**src/hdl/probe_pkg.sv**
```systemverilog
// constants and types shared by the touch probe latch
package probe_pkg;
  localparam logic [15:0] IDX_CONTROL = 16'h60B8;
  localparam logic [15:0] IDX_STATUS = 16'h60B9;
  localparam logic [15:0] IDX_ONE_RISE = 16'h60BA;
  localparam logic [15:0] IDX_ONE_FALL = 16'h60BB;
  localparam logic [15:0] IDX_TWO_RISE = 16'h60BC;
  localparam logic [15:0] IDX_TWO_FALL = 16'h60BD;
  // control / status field positions within one channel byte
  localparam int CTL_ENABLE = 0;
  localparam int CTL_CONTINUOUS = 1;
  localparam int CTL_ZERO_SRC = 2;
  localparam int CTL_RISE_EN = 4;
  localparam int CTL_FALL_EN = 5;
  localparam int STS_ENABLED = 0;
  localparam int STS_RISE_STORED = 1;
  localparam int STS_FALL_STORED = 2;
  localparam int STS_COUNT_LO = 6;
  localparam int CHAN_BYTE = 8;
  localparam logic [3:0] SEL_PROBE_ONE = 4'h8;
  localparam logic [3:0] SEL_PROBE_TWO = 4'h9;
  localparam logic [3:0] PIN_A_SEL_RESET = 4'h8;
  localparam logic [3:0] PIN_B_SEL_RESET = 4'h9;
  localparam logic [7:0] FILTER_MAX = 8'hC8;
  localparam logic [7:0] FILTER_RESET = 8'h14;
  localparam int FILTER_UNIT_NS = 10;
  localparam int CLK_PERIOD_NS = 20;
  localparam logic [15:0] CONTROL_RESET = 16'h0000;
  typedef enum {ACC_IDLE, ACC_ANSWER} access_state_t;
endpackage : probe_pkg

```
**src/hdl/probe_filter_if.sv**
```systemverilog
// carries the raw pin level into the filter and the settled level back
interface probe_filter_if;
  logic raw;
  logic settled;
  modport filter (input raw, output settled);
  modport user (output raw, input settled);
endinterface : probe_filter_if

```
**src/hdl/probe_filter.sv**
```systemverilog
// input glitch filter: a level passes only after it held for the filter time
module probe_filter
  import probe_pkg::*;
(
  input wire logic clk_in,
  input wire logic rstn_in,
  input wire logic [7:0] filter_time_in,
  probe_filter_if.filter sig
);
  typedef struct packed {
    logic [8:0] count;
    logic level;
  } filt_state_t;

  filt_state_t st_r;
  filt_state_t st_nxt;
  logic [8:0] limit;

  // filter time is in 10 ns units; counted in whole clocks, rounded up
  always_comb begin
    // worked at 12 bits so the 200-unit ceiling (2000 ns) cannot wrap
    limit = 9'((12'(filter_time_in) * 12'(FILTER_UNIT_NS) + 12'(CLK_PERIOD_NS - 1))
            / 12'(CLK_PERIOD_NS));
    st_nxt = st_r;
    if (sig.raw == st_r.level) begin
      st_nxt.count = '0;
    end else if (st_r.count + 9'h001 >= limit) begin
      st_nxt.level = sig.raw;
      st_nxt.count = '0;
    end else begin
      st_nxt.count = st_r.count + 9'h001;
    end
  end

  always_ff @(posedge clk_in or negedge rstn_in) begin
    if (!rstn_in) begin
      st_r <= '0;
    end else begin
      st_r <= st_nxt;
    end
  end

  assign sig.settled = st_r.level;
endmodule : probe_filter

```
**src/hdl/touch_probe_position_latch.sv**
```systemverilog
// two-channel touch probe position latch with object dictionary access
module touch_probe_position_latch
  import probe_pkg::*;
(
  input wire logic clk_in,
  input wire logic rstn_in,
  input wire logic assignable_pin_a_in,
  input wire logic assignable_pin_b_in,
  input wire logic encoder_zero_in,
  input wire logic [31:0] feedback_position_in,
  input wire logic [3:0] pin_a_function_select_in,
  input wire logic [3:0] pin_b_function_select_in,
  input wire logic pin_a_invert_in,
  input wire logic pin_b_invert_in,
  input wire logic [7:0] probe_filter_time_in,
  input wire logic od_read_in,
  input wire logic od_write_in,
  input wire logic [15:0] od_index_in,
  input wire logic [31:0] od_wdata_in,
  output logic [31:0] od_rdata_out,
  output logic od_ack_out,
  output logic od_error_out,
  output logic [15:0] probe_latch_status_out,
  output logic [1:0] probe_input_out
);
  typedef struct packed {
    logic [3:0] sel_a;
    logic [3:0] sel_b;
    logic [7:0] filter;
    logic [15:0] control;
    logic [15:0] status;
    logic [1:0] prev_trig;
    logic [1:0] prev_en;
    logic [1:0] rise_done;
    logic [1:0] fall_done;
    logic [31:0] one_rise;
    logic [31:0] one_fall;
    logic [31:0] two_rise;
    logic [31:0] two_fall;
    logic [1:0] probe_in;
    logic [31:0] rdata;
    logic ack;
    logic err;
    logic started;
    access_state_t acc;
  } latch_state_t;

  latch_state_t st_r;
  latch_state_t st_nxt;
  logic pin_a_active;
  logic pin_b_active;
  logic [1:0] probe_level;
  logic [1:0] trig;
  logic [31:0] pos_nxt [4];

  probe_filter_if filt_a ();
  probe_filter_if filt_b ();

  // filter setting is only taken once after reset, as the real unit does
  probe_filter u_filter_a (
    .clk_in(clk_in),
    .rstn_in(rstn_in),
    .filter_time_in(st_r.filter),
    .sig(filt_a.filter)
  );
  probe_filter u_filter_b (
    .clk_in(clk_in),
    .rstn_in(rstn_in),
    .filter_time_in(st_r.filter),
    .sig(filt_b.filter)
  );

  // raw pins are active low unless inverted
  assign filt_a.raw = assignable_pin_a_in ^ ~pin_a_invert_in;
  assign filt_b.raw = assignable_pin_b_in ^ ~pin_b_invert_in;
  assign pin_a_active = filt_a.settled;
  assign pin_b_active = filt_b.settled;

  always_comb begin
    // a selector of 0..7 hands the pin to other functions
    probe_level[0] = (st_r.sel_a == SEL_PROBE_ONE && pin_a_active)
                   | (st_r.sel_b == SEL_PROBE_ONE && pin_b_active);
    probe_level[1] = (st_r.sel_a == SEL_PROBE_TWO && pin_a_active)
                   | (st_r.sel_b == SEL_PROBE_TWO && pin_b_active);
  end

  always_comb begin
    logic [7:0] ctl;
    logic en;
    logic rise_ev;
    logic fall_ev;
    logic [1:0] cnt;
    ctl = '0;
    en = 1'b0;
    rise_ev = 1'b0;
    fall_ev = 1'b0;
    cnt = '0;
    st_nxt = st_r;
    pos_nxt[0] = st_r.one_rise;
    pos_nxt[1] = st_r.one_fall;
    pos_nxt[2] = st_r.two_rise;
    pos_nxt[3] = st_r.two_fall;
    st_nxt.probe_in = probe_level;
    if (!st_r.started) begin
      st_nxt.started = 1'b1;
      st_nxt.sel_a = pin_a_function_select_in;
      st_nxt.sel_b = pin_b_function_select_in;
      st_nxt.filter = (probe_filter_time_in > FILTER_MAX) ? FILTER_MAX
                      : probe_filter_time_in;
    end
    for (int c = 0; c < 2; c++) begin
      ctl = st_r.control[c*CHAN_BYTE +: CHAN_BYTE];
      en = ctl[CTL_ENABLE];
      trig[c] = ctl[CTL_ZERO_SRC] ? encoder_zero_in : st_r.probe_in[c];
      st_nxt.prev_trig[c] = trig[c];
      st_nxt.prev_en[c] = en;
      rise_ev = en && ctl[CTL_RISE_EN] && trig[c] && !st_r.prev_trig[c];
      fall_ev = en && ctl[CTL_FALL_EN] && !trig[c] && st_r.prev_trig[c];
      if (!ctl[CTL_CONTINUOUS]) begin
        rise_ev = rise_ev && !st_r.rise_done[c];
        fall_ev = fall_ev && !st_r.fall_done[c];
      end
      cnt = st_r.status[c*CHAN_BYTE+STS_COUNT_LO +: 2];
      if (!en) begin
        // disabling re-arms the channel and clears its flags
        st_nxt.rise_done[c] = 1'b0;
        st_nxt.fall_done[c] = 1'b0;
        st_nxt.status[c*CHAN_BYTE +: CHAN_BYTE] = '0;
      end else begin
        st_nxt.status[c*CHAN_BYTE+STS_ENABLED] = 1'b1;
        if (!st_r.prev_en[c]) begin
          st_nxt.status[c*CHAN_BYTE+STS_RISE_STORED] = 1'b0;
          st_nxt.status[c*CHAN_BYTE+STS_FALL_STORED] = 1'b0;
        end
        if (rise_ev) begin
          pos_nxt[2*c] = feedback_position_in;
          st_nxt.rise_done[c] = 1'b1;
          st_nxt.status[c*CHAN_BYTE+STS_RISE_STORED] = 1'b1;
        end
        if (fall_ev) begin
          pos_nxt[2*c+1] = feedback_position_in;
          st_nxt.fall_done[c] = 1'b1;
          st_nxt.status[c*CHAN_BYTE+STS_FALL_STORED] = 1'b1;
        end
        if (ctl[CTL_CONTINUOUS] && (rise_ev || fall_ev)) begin
          st_nxt.status[c*CHAN_BYTE+STS_COUNT_LO +: 2] = cnt + 2'h1;
        end
      end
    end
    // positions change only on capture
    st_nxt.one_rise = pos_nxt[0];
    st_nxt.one_fall = pos_nxt[1];
    st_nxt.two_rise = pos_nxt[2];
    st_nxt.two_fall = pos_nxt[3];
    st_nxt.ack = 1'b0;
    st_nxt.err = 1'b0;
    st_nxt.acc = ACC_IDLE;
    if (st_r.acc == ACC_IDLE && (od_read_in || od_write_in)) begin
      st_nxt.ack = 1'b1;
      st_nxt.acc = ACC_ANSWER;
      st_nxt.rdata = '0;
      case (od_index_in)
        IDX_CONTROL: begin
          if (od_write_in) begin
            st_nxt.control = od_wdata_in[15:0];
          end
          st_nxt.rdata = {16'h0000, st_r.control};
        end
        IDX_STATUS: begin
          st_nxt.err = od_write_in;
          st_nxt.rdata = {16'h0000, st_r.status};
        end
        IDX_ONE_RISE: begin
          st_nxt.err = od_write_in;
          st_nxt.rdata = st_r.one_rise;
        end
        IDX_ONE_FALL: begin
          st_nxt.err = od_write_in;
          st_nxt.rdata = st_r.one_fall;
        end
        IDX_TWO_RISE: begin
          st_nxt.err = od_write_in;
          st_nxt.rdata = st_r.two_rise;
        end
        IDX_TWO_FALL: begin
          st_nxt.err = od_write_in;
          st_nxt.rdata = st_r.two_fall;
        end
        default: begin
          st_nxt.err = 1'b1;
        end
      endcase
    end
  end

  always_ff @(posedge clk_in or negedge rstn_in) begin
    if (!rstn_in) begin
      st_r <= '0;
      st_r.sel_a <= PIN_A_SEL_RESET;
      st_r.sel_b <= PIN_B_SEL_RESET;
      st_r.filter <= FILTER_RESET;
      st_r.control <= CONTROL_RESET;
      st_r.acc <= ACC_IDLE;
    end else begin
      st_r <= st_nxt;
    end
  end

  assign od_rdata_out = st_r.rdata;
  assign od_ack_out = st_r.ack;
  assign od_error_out = st_r.err;
  assign probe_latch_status_out = st_r.status;
  assign probe_input_out = st_r.probe_in;

  a_enable_flag: assert property (@(posedge clk_in) disable iff (!rstn_in)
    st_r.control[CTL_ENABLE] |=> st_r.status[STS_ENABLED])
    else $error("enable flag not shown");
  a_two_enable: assert property (@(posedge clk_in) disable iff (!rstn_in)
    st_r.control[CHAN_BYTE+CTL_ENABLE] |=> st_r.status[CHAN_BYTE+STS_ENABLED])
    else $error("channel two enable flag not shown");
  a_disabled_clear: assert property (@(posedge clk_in) disable iff (!rstn_in)
    !st_r.control[CHAN_BYTE+CTL_ENABLE] |=> st_r.status[15:8] == 8'h00)
    else $error("disabled channel flags not clear");
  a_one_disabled: assert property (@(posedge clk_in) disable iff (!rstn_in)
    !st_r.control[CTL_ENABLE] |=> st_r.status[7:0] == 8'h00)
    else $error("disabled channel one flags not clear");

  // capture and hold of the latched positions
  a_rise_capture: assert property (@(posedge clk_in) disable iff (!rstn_in)
    (st_r.control[CTL_ENABLE] && st_r.control[CTL_RISE_EN] && !st_r.control[CTL_ZERO_SRC]
     && st_r.control[CTL_CONTINUOUS] && st_r.probe_in[0] && !st_r.prev_trig[0]
     && $stable(st_r.control))
    |=> st_r.one_rise == $past(feedback_position_in) && st_r.status[STS_RISE_STORED])
    else $error("rising capture missed");
  a_fall_stored: assert property (@(posedge clk_in) disable iff (!rstn_in)
    $rose(st_r.status[STS_FALL_STORED]) |-> $past(st_r.prev_trig[0]))
    else $error("falling flag without edge");
  a_two_rise_stored: assert property (@(posedge clk_in) disable iff (!rstn_in)
    $rose(st_r.status[CHAN_BYTE+STS_RISE_STORED]) |-> !$past(st_r.prev_trig[1]))
    else $error("channel two rising flag without edge");
  a_count_step: assert property (@(posedge clk_in) disable iff (!rstn_in)
    st_r.status[0] && $past(st_r.status[0]) && $changed(st_r.status[7:6])
    |-> st_r.status[7:6] == 2'($past(st_r.status[7:6]) + 2'h1))
    else $error("channel one count not cyclic");
  a_count_single: assert property (@(posedge clk_in) disable iff (!rstn_in)
    st_r.control[CTL_ENABLE] && !st_r.control[CTL_CONTINUOUS] && st_r.status[STS_ENABLED]
    |=> $stable(st_r.status[7:6]))
    else $error("channel one count moved in single mode");
  a_count_two: assert property (@(posedge clk_in) disable iff (!rstn_in)
    st_r.status[8] && $past(st_r.status[8]) && $changed(st_r.status[15:14])
    |-> st_r.status[15:14] == 2'($past(st_r.status[15:14]) + 2'h1))
    else $error("channel two count not cyclic");
  a_single_hold: assert property (@(posedge clk_in) disable iff (!rstn_in)
    st_r.control[CTL_ENABLE] && !st_r.control[CTL_CONTINUOUS] && st_r.rise_done[0]
    |=> $stable(st_r.one_rise))
    else $error("single mode captured twice");
  a_one_rise_hold: assert property (@(posedge clk_in) disable iff (!rstn_in)
    $changed(st_r.one_rise)
    |-> $past(st_r.control[CTL_ENABLE]) && $past(st_r.control[CTL_RISE_EN]))
    else $error("channel one rise value changed without capture");
  a_one_fall_hold: assert property (@(posedge clk_in) disable iff (!rstn_in)
    $changed(st_r.one_fall)
    |-> $past(st_r.control[CTL_ENABLE]) && $past(st_r.control[CTL_FALL_EN]))
    else $error("channel one fall value changed without capture");
  a_two_rise_hold: assert property (@(posedge clk_in) disable iff (!rstn_in)
    $changed(st_r.two_rise)
    |-> $past(st_r.control[CHAN_BYTE+CTL_ENABLE]) && $past(st_r.control[CHAN_BYTE+CTL_RISE_EN]))
    else $error("channel two rise value changed without capture");
  a_two_fall_hold: assert property (@(posedge clk_in) disable iff (!rstn_in)
    $changed(st_r.two_fall) |-> $rose(st_r.fall_done[1]) || st_r.control[CHAN_BYTE+1])
    else $error("channel two fall value changed without capture");

  // pin routing into the probe inputs
  a_route_a: assert property (@(posedge clk_in) disable iff (!rstn_in)
    st_r.sel_a == SEL_PROBE_ONE && st_r.sel_b != SEL_PROBE_ONE
    |=> st_r.probe_in[0] == $past(pin_a_active))
    else $error("pin a not routed to probe input one");
  a_route_swap: assert property (@(posedge clk_in) disable iff (!rstn_in)
    st_r.sel_a == SEL_PROBE_TWO && st_r.sel_b != SEL_PROBE_TWO
    |=> st_r.probe_in[1] == $past(pin_a_active))
    else $error("pin a not routed to probe input two");

  // object access answer
  a_ro_write: assert property (@(posedge clk_in) disable iff (!rstn_in)
    (st_r.acc == ACC_IDLE && od_write_in && od_index_in == IDX_ONE_RISE)
    |=> od_ack_out && od_error_out)
    else $error("write to read-only object accepted");
  a_ack_pulse: assert property (@(posedge clk_in) disable iff (!rstn_in)
    od_ack_out |=> !od_ack_out)
    else $error("answer longer than one cycle");
  a_error_with_ack: assert property (@(posedge clk_in) disable iff (!rstn_in)
    od_error_out |-> od_ack_out)
    else $error("error shown without answer");
endmodule : touch_probe_position_latch

```
**config.mk**
```make
export PLATFORM = sky130hd
export DESIGN_NAME = touch_probe_position_latch
export DESIGN_NICKNAME = d
export VERILOG_FILES = /design/src/hdl/probe_pkg.sv /design/src/hdl/probe_filter_if.sv /design/src/hdl/probe_filter.sv /design/src/hdl/touch_probe_position_latch.sv
export SDC_FILE = /design/constraint.sdc
export NUM_CORES = 1
export LEC_CHECK = 0
export BUFFER_PORTS_ARGS = -buffer_cell sky130_fd_sc_hd__buf_4
export CAP_MARGIN = 20
export CELL_PAD_IN_SITES_DETAIL_PLACEMENT = 1
export CELL_PAD_IN_SITES_GLOBAL_PLACEMENT = 2
export CORE_ASPECT_RATIO = 0.7
export CORE_MARGIN = 10
export CORE_UTILIZATION = 42
export CTS_CLUSTER_DIAMETER = 150
export CTS_CLUSTER_SIZE = 20
export DETAILED_ROUTE_END_ITERATION = 8
export PLACE_DENSITY = 0.88
export SLEW_MARGIN = 0
export SYNTH_ARGS = -nofsm -noshare
export SYNTH_HDL_FRONTEND = slang
export SYNTH_SLANG_ARGS = --single-unit
```
**constraint.sdc**
```tcl
create_clock -name clk_in -period 12.5 [get_ports clk_in]
set_clock_uncertainty 0.1 [all_clocks]
set_input_delay 3.125 -clock clk_in [delete_from_list [all_inputs] [get_ports clk_in]]
set_output_delay 3.125 -clock clk_in [all_outputs]
set_load 0.01 [all_outputs]
```
==> results.cfg <==
[global_routing]
grtUsageMet2_pct = 29.9
grt-ovfl-total = 0
use_met1_pct = 27.0
antenna_found_initial = 1
grt_pass1_wl_um = 56400
grt_max_degree = 95
met3_usage_pct = 2.52
track_usage_pct = 18.8
top_usage_layer = met2
grt_pass1_vias = 9856

[drt]
antenna_left = 0
firstDrtPassIters = 5
num_vias = 9254
first_iter_violations = 741
wl_per_cell_um = 22.2
via_per_inst = 5.77
drc = 0
drt-total-wl_um = 35500

[power_and_ir_drop]
switching_share_pct = 40.8
powerDensity_mw_per_mm2 = 182
clkPwrFrac_pct = 18.9
power_frac_comb_pct = 49.6
p_int_w = 0.00152
p_leak_nw = 6.40
p_sw_w = 0.00105
seqPwrFrac_pct = 31.5
ir_worst_vdd_mv = 0.116

[clock_tree]
max-clock-path-buffers = 3
numCtsBuffers = 15
clk_pin_slew_ns = 0.11
cts_setup_buffers = 0
hold_buffers = 0
clockRootBuffer = clkbuf_16
cts_tree = done
cts_sinks = 233
worst_skew_pair.late_latency_ns = 0.50
h-tree-depth = 1
cts-resized-gates = 0

[timing]
worst_pin_slew_ns = 1.11
finalSetupViolCount = 0
fmax_mhz = 106
finalSetupTns_ns = 0
slew_headroom_pct = 25.7
period_share_pct = 75.6
final-hold-violation-count = 0
slew_violations = 0
finalWorstSetupSlack_ns = 3.05
rsz0062_at_grt = false
fin_crit_ns = 9.45

[setup_path]
critPathKind = register to register
reg2reg_depth = 34
r2r_start = st_r[238]
start_kind = register
cp-end-kind = register
cp_num_buf_inv = 1
setup.worst_path.start = st_r[238]
crit_family = compound AO/OA/AOI/OAI gates
rr_endpoint = u_filter_b.st_r[7]
crit_slowest_cell = o41ai_2
reg2reg_setup_slack_ns = 3.05
max_stage_delay_ns = 0.86
critPathMaxFanout = 10
critical_path_required_ns = 12.81
crit_arrival_ns = 9.77
endpoint = u_filter_b.st_r[7]
worstSetupPathDepth = 34

[logic_synthesis]
ys.flop_type = dfrtp_1
syn_avg_cell_area_um2 = 11.1
synth.top_cell.area_share_pct = 45.2
ys_types = 94
ys_ff_latch = 233
ys_top_cells_by_count = dfrtp_1, mux2_2, nand2_1, nor2_1, o21ai_0
ys_seq_area_share_pct = 46.2
syn_area_mm2 = 0.0126
yosysTopAreaCell = dfrtp_1
synth_edf_count = 0
async_flop_share_pct = 100
ys_warn_count = 0
synth_most_common_cell = dfrtp_1
synth.area.top_cells = dfrtp_1, mux2_2, ha_1
synthCells = 1142

[placed_design]
placed_cell_area_mm2 = 0.0137
dpl_worst_slack_ns = 3.14
port_buffers = 134
hpwl_um = 25600
dp.cells = 1581
gp_congestion = 0.822

[final_layout]
nNetsFinal = 1352
area_growth_pct = 12.0
multi_input_area_mm2 = 0.00619
fillers = 3257
ff_latch_area_mm2 = 0.00584
layout.cells.non_filler = 1604
drive_above_1_share_pct = 31.4
stdcell_area_mm2 = 0.0141

[die]
die_area_mm2 = 0.0375
core_area_mm2 = 0.0298
fp-row-count = 53
die_h_um = 165
io_pins = 157
start_util_pct = 42.3
die_x_um = 227

[job]
maxCapViolCount = 0

[run_status]
outcome = finished, final reports clean

[hold_path]
worstHoldPathType = register to register
## registers in the layout, summed over array words and instances (netlist names)
name                    cells
u_filter_b.st_r             9
u_filter_a.sig.settled      1
probe_latch_status_out      9
od_error_out                1
u_filter_a.st_r             9
probe_input_out             2
od_rdata_out               32
st_nxt                      2
st_r                      167
u_filter_b.sig.settled      1
## cell usage in the layout, fill, tap and decap left out, types with 5 or more instances in the layout
cell	Yosys	layout
o2111ai_1	6	6
buf_4	51	147
nand4_1	7	7
dfrtp_1	228	228
nor3_1	22	18
xor2_1	14	14
clkbuf_16	0	15
a211oi_1	5	5
and3_1	6	6
nand3_1	24	24
o21ai_0	63	63
a21o_1	6	6
conb_1	2	9
o21a_1	7	7
dfstp_2	5	5
or3_1	5	5
nand2b_1	6	6
a31o_2	5	5
a21oi_1	22	22
inv_1	19	19
nand2_1	84	84
a31oi_1	14	14
mux2_2	164	164
a222oi_1	5	5
xnor2_1	24	24
a221oi_1	32	32
o211ai_1	7	7
ha_1	32	32
nor3_2	1	5
o21ai_1	8	8
and2_1	8	8
nor2_1	65	62
nor2b_1	22	22
mux2i_1	27	27
## cells by family after synthesis
kind of cell	Yosys count	synth area share, %
DFF	233	46.2
AOI/OAI and AO/OA	236	13.7
buffers and inverters	122	5.23
adders and majority gates	34	3.44
muxes	193	17.0
and+or+nand+nor	279	11.0
xor gates and xnor gates	43	3.38
other	2	0.0595
## per-stage QoR
| step | hold WS [ns] | util (%) | power, W |
|---|---|---|---|
| 2_1_floorplan | 0.252 | - | 0.00179 |
| 3_3_place_gp | 0.356 | 45.9 | 0.00205 |
| 3_5_place_dp | 0.363 | 45.9 | 0.00209 |
| 4_1_cts | 0.383 | 47.3 | 0.00258 |
| 5_1_grt | 0.390 | 47.4 | 0.00277 |
| 6_report | 0.381 | 47.4 | 0.00257 |
## worst min path at each step
stage	start	end	slack, ns	cells after the start
floorplan	st_nxt[202]	probe_latch_status_out[8]	0.25	0
detailed placement	st_r[197]	st_r[197]	0.36	1
global route	st_r[197]	st_r[197]	0.39	1
global placement	st_r[197]	st_r[197]	0.36	1
CTS	st_r[197]	st_r[197]	0.38	1
finish	st_r[197]	st_r[197]	0.38	1
## layer usage
metal	vias up	part of all wire (%)
met3	32	4.0
met4	0	1.4
met5	-	0
met2	152	45
met1	4838	49
li1	4232	-
## worst reg2reg max path, delay by kind of cell (launching register included)
family / cells / cell delay (ns)
AND/OR/NAND/NOR: 11 / 2.36
buffers and inverters: 1 / 0.22
flip-flops: 1 / 0.47
multiplexers: 1 / 0.43
adder cells (fa/ha/maj): 5 / 1.55
AO/OA/AOI/OAI: 15 / 3.90
XOR/XNOR: 1 / 0.33
## power by group through the flow
stage | sequential [W] | clock [W] | combinational, W
floorplan | 0.000814 | 0 | 0.000981
global placement | 0.000822 | 0 | 0.00122
detailed placement | 0.000824 | 0 | 0.00126
CTS | 0.000809 | 0.000504 | 0.00127
global route | 0.000814 | 0.000532 | 0.00143
finish | 0.000809 | 0.000486 | 0.00128
## area by class of cell
class | count | area share [%]
well taps | 385 | 3.40
diodes | 1 | 0.0177
clock inverters | 2 | 0.124
inverters | 21 | 0.557
clock buffers | 19 | 2.76
multi-input cells | 794 | 43.8
repair buffers | 149 | 8.10
flip-flops and latches | 233 | 41.3
(Power assumes the default switching activity.)
